File: src/common/sbrf_pkg.sv
package sbrf_pkg;
    // ----------------------------------------
    // packet type and field codes
    // ----------------------------------------
    localparam logic [7:0] SBRF_RSP_MAC_ADDR = 8'hd8;
    localparam logic [7:0] SBRF_CMD_MAC_ADDR = 8'h58;
    localparam logic [7:0] SBRF_CMD_UUID = 8'h52;
    localparam logic [7:0] SBRF_RSP_UUID = 8'hd2;
    localparam logic [7:0] SBRF_EVT_LINK = 8'h00;
    localparam logic [7:0] SBRF_EVT_CFG_REQ = 8'h01;
    localparam logic [7:0] SBRF_EVT_DRV = 8'h02;
    localparam logic [7:0] SBRF_PAD_BYTE = 8'h00;
    localparam logic [3:0] SBRF_UUID_VER_TIME = 4'h1;
    // ----------------------------------------
    // byte layout
    // ----------------------------------------
    localparam int SBRF_HDR_BYTES = 16;
    localparam int SBRF_MAC_BYTES = 6;
    localparam int SBRF_UUID_BYTES = 16;
    localparam int SBRF_PAD_ODD = 2;
    localparam int SBRF_CSUM_BYTES = 4;
    localparam int SBRF_UUID_TAIL_PAD = 6;
    localparam logic [1:0] SBRF_WORD_LANE_LAST = 2'h3;
    typedef enum {
        SBRF_K_MAC, SBRF_K_UUID, SBRF_K_LINK, SBRF_K_CFG, SBRF_K_DRV
    } sbrf_kind_e;
    typedef enum {
        SBRF_ST_IDLE, SBRF_ST_HDR, SBRF_ST_BODY, SBRF_ST_PAD, SBRF_ST_CSUM, SBRF_ST_TPAD
    } sbrf_state_e;
endpackage

File: src/sbrf_framer.sv
`timescale 1ns/1ps
// Function
// - accept every MAC address query without error, answer with type 0xD8
// - response and reason codes sit in bytes 16 to 19
// - address count in the top byte of bytes 20 to 23, byte 20
// - reserved field beside count driven zero, receiver ignores it
// - each address sent byte 5 first down to byte 0, packed without gaps
// - odd count appends two zero pad bytes, even count none
// - UUID query 0x52 is package-wide, always answered with 0xD2
// - UUID in bytes 20 to 35, checksum 36 to 39, pad 40 to 45
// - multi-byte UUID fields go most significant byte first
// - time-based UUID version preferred; other versions allowed
// - time-based layout: time low, mid, high+version, clock seq, node
// - link event: type 0x00, link state, vendor state, checksum
// - link event sent whenever the actual link mode changes
// - config-required event type 0x01 on initial state, not after channel reset
// - config-required event may be skipped on some hardware resets
// - driver event type 0x02, status word then checksum
// - status bit 0 is driver running, bits 1 to 31 zero
// - MAC query 0x58 is per channel; controller asks each channel
module sbrf_framer
    import sbrf_pkg::*;
#(
    parameter int MAX_ADDR = 4
) (
    input wire logic ref_clk_i,
    input wire logic rst_n_i,
    input wire logic cmd_valid_i,
    input wire logic [7:0] cmd_code_i,
    input wire logic [127:0] hdr_i,
    input wire logic [15:0] rsp_code_i,
    input wire logic [15:0] reason_code_i,
    input wire logic [7:0] addr_count_i,
    input wire logic [MAX_ADDR*48-1:0] mac_addrs_i,
    input wire logic [127:0] uuid_i,
    input wire logic [31:0] link_state_i,
    input wire logic [31:0] vendor_link_state_word_i,
    input wire logic enter_initial_i,
    input wire logic by_channel_reset_i,
    input wire logic hw_reset_skip_i,
    input wire logic driver_running_i,
    input wire logic out_ready_i,
    output logic out_valid_o,
    output logic [7:0] out_data_o,
    output logic out_sop_o,
    output logic out_eop_o,
    output logic busy_o
);
    // ----------------------------------------
    // event capture
    // ----------------------------------------
    logic [31:0] link_prev_reg;
    logic drv_prev_reg;
    logic link_pend_reg;
    logic cfg_pend_reg;
    logic drv_pend_reg;
    logic mac_pend_reg;
    logic uuid_pend_reg;
    logic started_reg;
    sbrf_state_e state_reg;
    sbrf_kind_e kind_reg;
    logic [7:0] idx_reg;
    logic [7:0] body_len_reg;
    logic [15:0] sum_reg;
    logic [7:0] cur_byte;
    logic start;
    sbrf_kind_e start_kind;

    // change detectors, first cycle after reset only records state
    always_ff @(posedge ref_clk_i) begin
        if (!rst_n_i) begin
            link_prev_reg <= '0;
            drv_prev_reg <= 1'b0;
            started_reg <= 1'b0;
        end else begin
            link_prev_reg <= link_state_i;
            drv_prev_reg <= driver_running_i;
            started_reg <= 1'b1;
        end
    end

    // pending flags; a new event wins over the clear of a launch
    always_ff @(posedge ref_clk_i) begin
        if (!rst_n_i) begin
            link_pend_reg <= 1'b0;
            cfg_pend_reg <= 1'b0;
            drv_pend_reg <= 1'b0;
            mac_pend_reg <= 1'b0;
            uuid_pend_reg <= 1'b0;
        end else begin
            if (start && start_kind == SBRF_K_LINK) link_pend_reg <= 1'b0;
            if (start && start_kind == SBRF_K_CFG) cfg_pend_reg <= 1'b0;
            if (start && start_kind == SBRF_K_DRV) drv_pend_reg <= 1'b0;
            if (start && start_kind == SBRF_K_MAC) mac_pend_reg <= 1'b0;
            if (start && start_kind == SBRF_K_UUID) uuid_pend_reg <= 1'b0;
            if (started_reg && link_state_i != link_prev_reg) link_pend_reg <= 1'b1;
            if (enter_initial_i && !by_channel_reset_i && !hw_reset_skip_i) begin
                cfg_pend_reg <= 1'b1;
            end
            if (started_reg && driver_running_i != drv_prev_reg) drv_pend_reg <= 1'b1;
            if (cmd_valid_i && cmd_code_i == SBRF_CMD_MAC_ADDR) mac_pend_reg <= 1'b1;
            if (cmd_valid_i && cmd_code_i == SBRF_CMD_UUID) uuid_pend_reg <= 1'b1;
        end
    end

    // ----------------------------------------
    // packet selection
    // ----------------------------------------
    always_comb begin
        start = (state_reg == SBRF_ST_IDLE) &&
                (mac_pend_reg || uuid_pend_reg || link_pend_reg || cfg_pend_reg || drv_pend_reg);
        if (mac_pend_reg) start_kind = SBRF_K_MAC;
        else if (uuid_pend_reg) start_kind = SBRF_K_UUID;
        else if (link_pend_reg) start_kind = SBRF_K_LINK;
        else if (cfg_pend_reg) start_kind = SBRF_K_CFG;
        else start_kind = SBRF_K_DRV;
    end

    // body bytes after the 16 byte header, before pad and checksum
    function automatic logic [7:0] body_len(input sbrf_kind_e k, input logic [7:0] n);
        logic [7:0] cnt;
        cnt = (n > 8'(MAX_ADDR)) ? 8'(MAX_ADDR) : n;
        unique case (k)
            SBRF_K_MAC: body_len = 8'(8 + SBRF_MAC_BYTES * int'(cnt));
            SBRF_K_UUID: body_len = 8'(4 + SBRF_UUID_BYTES);
            SBRF_K_LINK: body_len = 8'd12;
            SBRF_K_CFG: body_len = 8'd4;
            SBRF_K_DRV: body_len = 8'd8;
        endcase
    endfunction

    // ----------------------------------------
    // byte generator
    // ----------------------------------------
    always_comb begin
        int b;
        int a;
        int j;
        b = 0;
        a = 0;
        j = 0;
        cur_byte = SBRF_PAD_BYTE;
        unique case (state_reg)
            SBRF_ST_HDR: cur_byte = hdr_i[127 - 8*int'(idx_reg) -: 8];
            SBRF_ST_BODY: begin
                b = int'(idx_reg);
                if (kind_reg == SBRF_K_MAC || kind_reg == SBRF_K_UUID) begin
                    if (b < 2) cur_byte = rsp_code_i[15 - 8*b -: 8];
                    else if (b < 4) cur_byte = reason_code_i[15 - 8*(b-2) -: 8];
                    else if (kind_reg == SBRF_K_UUID) begin
                        cur_byte = uuid_i[127 - 8*(b-4) -: 8];
                    end else if (b == 4) cur_byte = addr_count_i;
                    else if (b < 8) cur_byte = 8'h00;
                    else begin
                        a = (b - 8) / SBRF_MAC_BYTES;
                        j = (b - 8) % SBRF_MAC_BYTES;
                        cur_byte = mac_addrs_i[a*48 + 47 - 8*j -: 8];
                    end
                end else if (kind_reg == SBRF_K_LINK) begin
                    if (b == 3) cur_byte = SBRF_EVT_LINK;
                    else if (b >= 4 && b < 8) cur_byte = link_prev_reg[31 - 8*(b-4) -: 8];
                    else if (b >= 8) cur_byte = vendor_link_state_word_i[31 - 8*(b-8) -: 8];
                end else if (kind_reg == SBRF_K_CFG) begin
                    if (b == 3) cur_byte = SBRF_EVT_CFG_REQ;
                end else begin
                    if (b == 3) cur_byte = SBRF_EVT_DRV;
                    else if (b == 7) cur_byte = {7'h00, drv_prev_reg};
                end
            end
            SBRF_ST_PAD: cur_byte = SBRF_PAD_BYTE;
            SBRF_ST_CSUM: begin
                // ones complement of 16-bit word sum, as a 32-bit field
                if (idx_reg < 8'd2) cur_byte = 8'h00;
                else if (idx_reg == 8'd2) cur_byte = ~sum_reg[15:8];
                else cur_byte = ~sum_reg[7:0];
            end
            SBRF_ST_TPAD: cur_byte = SBRF_PAD_BYTE;
            default: cur_byte = SBRF_PAD_BYTE;
        endcase
    end

    // ----------------------------------------
    // sequencer
    // ----------------------------------------
    always_ff @(posedge ref_clk_i) begin
        if (!rst_n_i) begin
            state_reg <= SBRF_ST_IDLE;
            kind_reg <= SBRF_K_MAC;
            idx_reg <= 8'h00;
            body_len_reg <= 8'h00;
        end else if (start) begin
            state_reg <= SBRF_ST_HDR;
            kind_reg <= start_kind;
            idx_reg <= 8'h00;
            body_len_reg <= body_len(start_kind, addr_count_i);
        end else if (state_reg != SBRF_ST_IDLE && (!out_valid_o || out_ready_i)) begin
            idx_reg <= idx_reg + 8'h01;
            unique case (state_reg)
                SBRF_ST_HDR: if (idx_reg == 8'(SBRF_HDR_BYTES - 1)) begin
                    state_reg <= SBRF_ST_BODY;
                    idx_reg <= 8'h00;
                end
                SBRF_ST_BODY: if (idx_reg == body_len_reg - 8'h01) begin
                    idx_reg <= 8'h00;
                    // odd address count leaves a half word
                    if (kind_reg == SBRF_K_MAC && body_len_reg[1:0] != 2'h0) begin
                        state_reg <= SBRF_ST_PAD;
                    end else begin
                        state_reg <= SBRF_ST_CSUM;
                    end
                end
                SBRF_ST_PAD: if (idx_reg == 8'(SBRF_PAD_ODD - 1)) begin
                    state_reg <= SBRF_ST_CSUM;
                    idx_reg <= 8'h00;
                end
                SBRF_ST_CSUM: if (idx_reg == 8'(SBRF_CSUM_BYTES - 1)) begin
                    idx_reg <= 8'h00;
                    state_reg <= (kind_reg == SBRF_K_UUID) ? SBRF_ST_TPAD : SBRF_ST_IDLE;
                end
                SBRF_ST_TPAD: if (idx_reg == 8'(SBRF_UUID_TAIL_PAD - 1)) begin
                    state_reg <= SBRF_ST_IDLE;
                end
                default: state_reg <= SBRF_ST_IDLE;
            endcase
        end
    end

    // running 16-bit checksum over header, payload and pad
    always_ff @(posedge ref_clk_i) begin
        if (!rst_n_i || start) begin
            sum_reg <= 16'h0000;
        end else if (state_reg inside {SBRF_ST_HDR, SBRF_ST_BODY, SBRF_ST_PAD} &&
                     (!out_valid_o || out_ready_i)) begin
            sum_reg <= sum_reg + (idx_reg[0] ? {8'h00, cur_byte} : {cur_byte, 8'h00});
        end
    end

    // ----------------------------------------
    // registered output stage
    // ----------------------------------------
    always_ff @(posedge ref_clk_i) begin
        if (!rst_n_i) begin
            out_valid_o <= 1'b0;
            out_data_o <= 8'h00;
            out_sop_o <= 1'b0;
            out_eop_o <= 1'b0;
            busy_o <= 1'b0;
        end else begin
            busy_o <= (state_reg != SBRF_ST_IDLE) || start;
            if (!out_valid_o || out_ready_i) begin
                out_valid_o <= state_reg != SBRF_ST_IDLE;
                out_data_o <= cur_byte;
                out_sop_o <= state_reg == SBRF_ST_HDR && idx_reg == 8'h00;
                out_eop_o <= (state_reg == SBRF_ST_TPAD &&
                              idx_reg == 8'(SBRF_UUID_TAIL_PAD - 1)) ||
                             (state_reg == SBRF_ST_CSUM && kind_reg != SBRF_K_UUID &&
                              idx_reg[1:0] == SBRF_WORD_LANE_LAST);
            end
        end
    end

    // ----------------------------------------
    // checks
    // ----------------------------------------
    AST_MAC_ACCEPT: assert property (@(posedge ref_clk_i) disable iff (!rst_n_i)
        cmd_valid_i && cmd_code_i == SBRF_CMD_MAC_ADDR |=> mac_pend_reg || state_reg != SBRF_ST_IDLE)
        else $error("mac query not latched");
    AST_UUID_ACCEPT: assert property (@(posedge ref_clk_i) disable iff (!rst_n_i)
        cmd_valid_i && cmd_code_i == SBRF_CMD_UUID |=> uuid_pend_reg || state_reg != SBRF_ST_IDLE)
        else $error("uuid query not latched");
    // pad bytes reach the output register as zero
    AST_PAD_ZERO: assert property (@(posedge ref_clk_i) disable iff (!rst_n_i)
        state_reg == SBRF_ST_PAD && (!out_valid_o || out_ready_i)
        |=> out_valid_o && out_data_o == SBRF_PAD_BYTE)
        else $error("pad byte not zero");
    // events and even-count responses never carry the odd-count pad
    AST_PAD_MAC_ONLY: assert property (@(posedge ref_clk_i) disable iff (!rst_n_i)
        state_reg == SBRF_ST_PAD |-> kind_reg == SBRF_K_MAC && body_len_reg[1:0] != 2'h0)
        else $error("pad outside odd address response");
    AST_CFG_SUPPRESS: assert property (@(posedge ref_clk_i) disable iff (!rst_n_i)
        enter_initial_i && by_channel_reset_i && !cfg_pend_reg |=> !cfg_pend_reg)
        else $error("config event after channel reset");
    AST_LINK_EVENT: assert property (@(posedge ref_clk_i) disable iff (!rst_n_i)
        started_reg && link_state_i != link_prev_reg |=> link_pend_reg || state_reg != SBRF_ST_IDLE)
        else $error("link change missed");
    AST_PAD_TO_CSUM: assert property (@(posedge ref_clk_i) disable iff (!rst_n_i)
        state_reg == SBRF_ST_PAD && out_ready_i ##1 state_reg == SBRF_ST_PAD && out_ready_i
        |=> state_reg == SBRF_ST_CSUM)
        else $error("checksum does not follow pad");
    AST_RSV_ZERO: assert property (@(posedge ref_clk_i) disable iff (!rst_n_i)
        state_reg == SBRF_ST_BODY && kind_reg == SBRF_K_MAC && idx_reg inside {[5:7]} &&
        (!out_valid_o || out_ready_i) |=> out_data_o == 8'h00)
        else $error("reserved byte not zero");
    AST_DRV_BIT: assert property (@(posedge ref_clk_i) disable iff (!rst_n_i)
        state_reg == SBRF_ST_BODY && kind_reg == SBRF_K_DRV && idx_reg == 8'd7 &&
        (!out_valid_o || out_ready_i) |=> out_data_o[7:1] == 7'h00)
        else $error("driver status reserved bits set");
    // uuid checksum is followed by the six tail pad bytes, not by the end
    AST_UUID_TAIL: assert property (@(posedge ref_clk_i) disable iff (!rst_n_i)
        state_reg == SBRF_ST_CSUM && kind_reg == SBRF_K_UUID &&
        idx_reg == 8'(SBRF_CSUM_BYTES - 1) && (!out_valid_o || out_ready_i)
        |=> state_reg == SBRF_ST_TPAD && !out_eop_o)
        else $error("uuid tail pad missing");
endmodule

File: config.mk
export PLATFORM = sky130hd
export DESIGN_NAME = sbrf_framer
export DESIGN_NICKNAME = d
export VERILOG_FILES = /design/src/common/sbrf_pkg.sv /design/src/sbrf_framer.sv
export SDC_FILE = /design/constraint.sdc
export NUM_CORES = 1
export LEC_CHECK = 0
export ABC_CLOCK_PERIOD_IN_PS = 13360
export BUFFER_PORTS_ARGS = -buffer_cell sky130_fd_sc_hd__buf_2
export CAP_MARGIN = 30
export CORE_AREA = 2 2 228 230
export DETAILED_ROUTE_END_ITERATION = 8
export DIE_AREA = 0 0 230 232
export GPL_TIMING_DRIVEN = 0
export HOLD_SLACK_MARGIN = 0.05
export PLACE_DENSITY = 0.45
export REMOVE_ABC_BUFFERS = 1
export SETUP_SLACK_MARGIN = 0.05
export SKIP_CTS_REPAIR_TIMING = 1
export SLEW_MARGIN = 20
export SYNTH_ARGS = -nofsm -noshare
export SYNTH_HDL_FRONTEND = slang
export SYNTH_SLANG_ARGS = --single-unit
File: constraint.sdc
create_clock -name ref_clk_i -period 13.36 [get_ports ref_clk_i]
set_clock_uncertainty 0.2 [all_clocks]
set_input_delay 0 -clock ref_clk_i [delete_from_list [all_inputs] [get_ports ref_clk_i]]
set_output_delay 0 -clock ref_clk_i [all_outputs]
set_load 0.02 [all_outputs]
==> impl_metrics.tcl <==
set metrics [dict create \
    slew_headroom 0.3461 \
    synth.area.mux_share 0.3309 \
    coreArea_mm2 0.05089 \
    worstMarginPinSlew_ps 980.9 \
    finalSetupTns_ps 0 \
    gp_congestion 0.8912 \
    critPathMaxFanout 27 \
    worst_hold_slack_ps 35.37 \
    tritoncts "done" \
    drv_cap 0 \
    setup_viol 0 \
    cts_buffers 9 \
    p_leak_nw 6.937 \
    synth_fa_ha_area_frac 0.07588 \
    grt_pass1_vias 12296 \
    final_cell_mix "buf_2 (581), mux4_2 (151), nand2_1 (95)" \
    drtIter0Drc 859 \
    cts.htree.levels 3 \
    initial_core_util 0.2301 \
    io_pins 580 \
    die_height_um 232 \
    crit_slowest_cell "dfxtp_4" \
    clk-insertion-delay-late_ps 350 \
    synth_cells 1232 \
    seq_area_frac_synth 0.1505 \
    dr.max_layer_used "met5" \
    layout_commonest_cell "buf_2" \
    fp.dieW_um 230 \
    multiInputGateArea_mm2 0.009495 \
    cts_root_buffer "clkbuf_16" \
    routed-wl-met3_um 3884 \
    final_nets 2449 \
    cp.arrival_ps 12600 \
    ys_seq_elements 88 \
    utilization 0.3218 \
    pre_cts_slack_ps -276.6 \
    critical_path_class "flop to flop" \
    final_hold_viol_count 0 \
    powerDensity_mw_per_mm2 267.2 \
    min_period_over_period 0.9370 \
    die_area_mm2 0.05336 \
    syn_to_final_growth_pct 39.87 \
    synth_cell_types 87 \
    port_buffers 579 \
    clkSinkCount 88 \
    wl_met2_um 27690 \
    n_fill_cell 5343 \
    clockBufferDepth 2 \
    cp_common_cell "a21oi_1" \
    synth.avg_cell_area_um2 9.503 \
    ys.warnings.count 0 \
    layout-drive-gt1-share 0.4601 \
    ant_nets 0 \
    syn_area_mm2 0.01171 \
    totalWireLength_um 55930 \
    viasPerCell 5.047 \
    hpwl_um 46730 \
    synth-simple-area-share 0.1671 \
    dr.pass1.iters 7 \
    crit_required_ps 13450 \
    routedLengthMet1_um 23700 \
    fmax_mhz 79.88 \
    synth_top_family_by_area "multiplexers" \
    grt_pass1_wl_um 78120 \
    hold_class "input port to flop" \
    fin_crit_ps 12520 \
    synth-compound-area-share 0.1574 \
    crit_path_end_kind "flop" \
    timing.final.max_slew_violations 0 \
    rows 83 \
    grt_use_total 0.1953 \
    rsz0062_at_grt "false" \
    vias 12638 \
    grt_start_max_net_pins 55 \
    synthArstFlopShare 0 \
    status "completed" \
    crit_path_max_incr_delay_ps 570 \
    synthFlopType "dfxtp_1" \
    timing.final.ws_setup_ps 841.8 \
    wl_per_cell_um 22.34 \
    synth_edf_count 0 \
    register_area_mm2 0.001777 \
    clk_pin_slew_worst_paths_ps 70 \
    irDropWorstVdd_mv 0.3977 \
    largest_reg_flops 32 \
    start_kind "flop" \
    antenna_found_initial 10 \
    synth-xor-area-share 0.07150 \
    grt-ovfl-total 0 \
    drc_errors 0 \
]
## kinds of logic after synthesis
kind of cell	after synthesis
AOI/OAI and AO/OA	278
xor gates and xnor gates	94
adders and majority gates	69
buffers and inverters	136
DFF	88
muxes	196
other	1
and+or+nand+nor	370
## worst paths after layout
check | startpoint | endpoint | slack, ps | cells after the start
worst max register to register | idx_reg[1]$_SDFFE_PP0P_ | sum_reg[15]$_SDFFE_PP0P_ | 840 | 52
worst min register to register | out_data_o[6]$_SDFFE_PN0N_ | out_data_o[6]$_SDFFE_PN0N_ | 270 | 2
worst max-delay path | idx_reg[1]$_SDFFE_PP0P_ | sum_reg[15]$_SDFFE_PP0P_ | 840 | 52
worst min-delay path | addr_count_i[3] | out_data_o[3]$_SDFFE_PN0N_ | 40 | 5
## layout make-up
type                    count  share of cell area
diodes                      5           0.0007641
clock buffers               9             0.01375
clock inverters             7            0.005119
inverters                  55             0.01307
multi-input cells        1012              0.5798
flip-flops and latches     88              0.1085
well taps                 680             0.05196
repair buffers            648              0.2270
## report_power, final
part | internal (W) | total (W) | switching, W | leakage, nW
clock network | 0.000150 | 0.000277 | 0.000128 | 0.151
registers | 0.000284 | 0.000311 | 0.0000266 | 0.725
logic | 0.00179 | 0.00379 | 0.00200 | 6.06
total | 0.00222 | 0.00438 | 0.00215 | 6.94
## stage by stage
stage / power (W) / cells / cell area, um2
3_3_place_gp: 0.003850 / 2414 / 15130
3_5_place_dp: 0.004130 / 2424 / 15380
5_1_grt: 0.004734 / 2499 / 16360
4_1_cts: 0.004427 / 2440 / 15690
6_report: 0.004375 / 2504 / 16380
2_1_floorplan: 0.003047 / 1155 / 11390
## layer usage
| layer | track usage | vias to the layer above |
|---|---|---|
| li1 | - | 5879 |
| met1 | 0.2456 | 6206 |
| met2 | 0.3482 | 516 |
| met3 | 0.04199 | 33 |
| met4 | 0.02843 | 4 |
| met5 | 0 | - |
## worst max-delay path: cells and delay by family (launching register included)
family | cells | cell delay, ps
fa+ha+maj | 9 | 2700
mux | 3 | 840
buf+inv | 4 | 510
simple gates | 8 | 1810
xor+xnor | 6 | 1330
compound gates | 22 | 4470
flops | 1 | 570
## Yosys cell counts, drive strengths merged (4+ instances only)
master	n	area [um2]
a31oi	11	83.83
or2	4	27.53
nor3	21	105.1
nor4	17	151.4
o31ai	11	106.4
a22oi	10	75.07
or4	6	52.55
nand3	20	100.1
nand2b	9	56.30
inv	54	202.7
a21boi	12	93.84
and3	11	70.07
nor3b	8	60.06
buf	31	148.9
clkbuf	50	187.7
a32oi	5	51.30
o21ai	68	340.3
mux4	151	3401
o211ai	12	95.09
nand3b	11	82.58
nand4	12	90.09
a21oi	89	452.9
and2	45	281.5
or3	5	31.28
mux2i	27	270.3
xnor2	44	385.4
fa	4	80.08
a221oi	4	35.03
nor2	80	310.3
ha	63	788.3
nand2	95	356.6
nor2b	19	118.9
dfxtp	88	1762
a22o	7	61.31
a21o	7	52.55
mux2	18	202.7
a211oi	12	107.6
xor2	49	429.2
(Power assumes the default switching activity.)
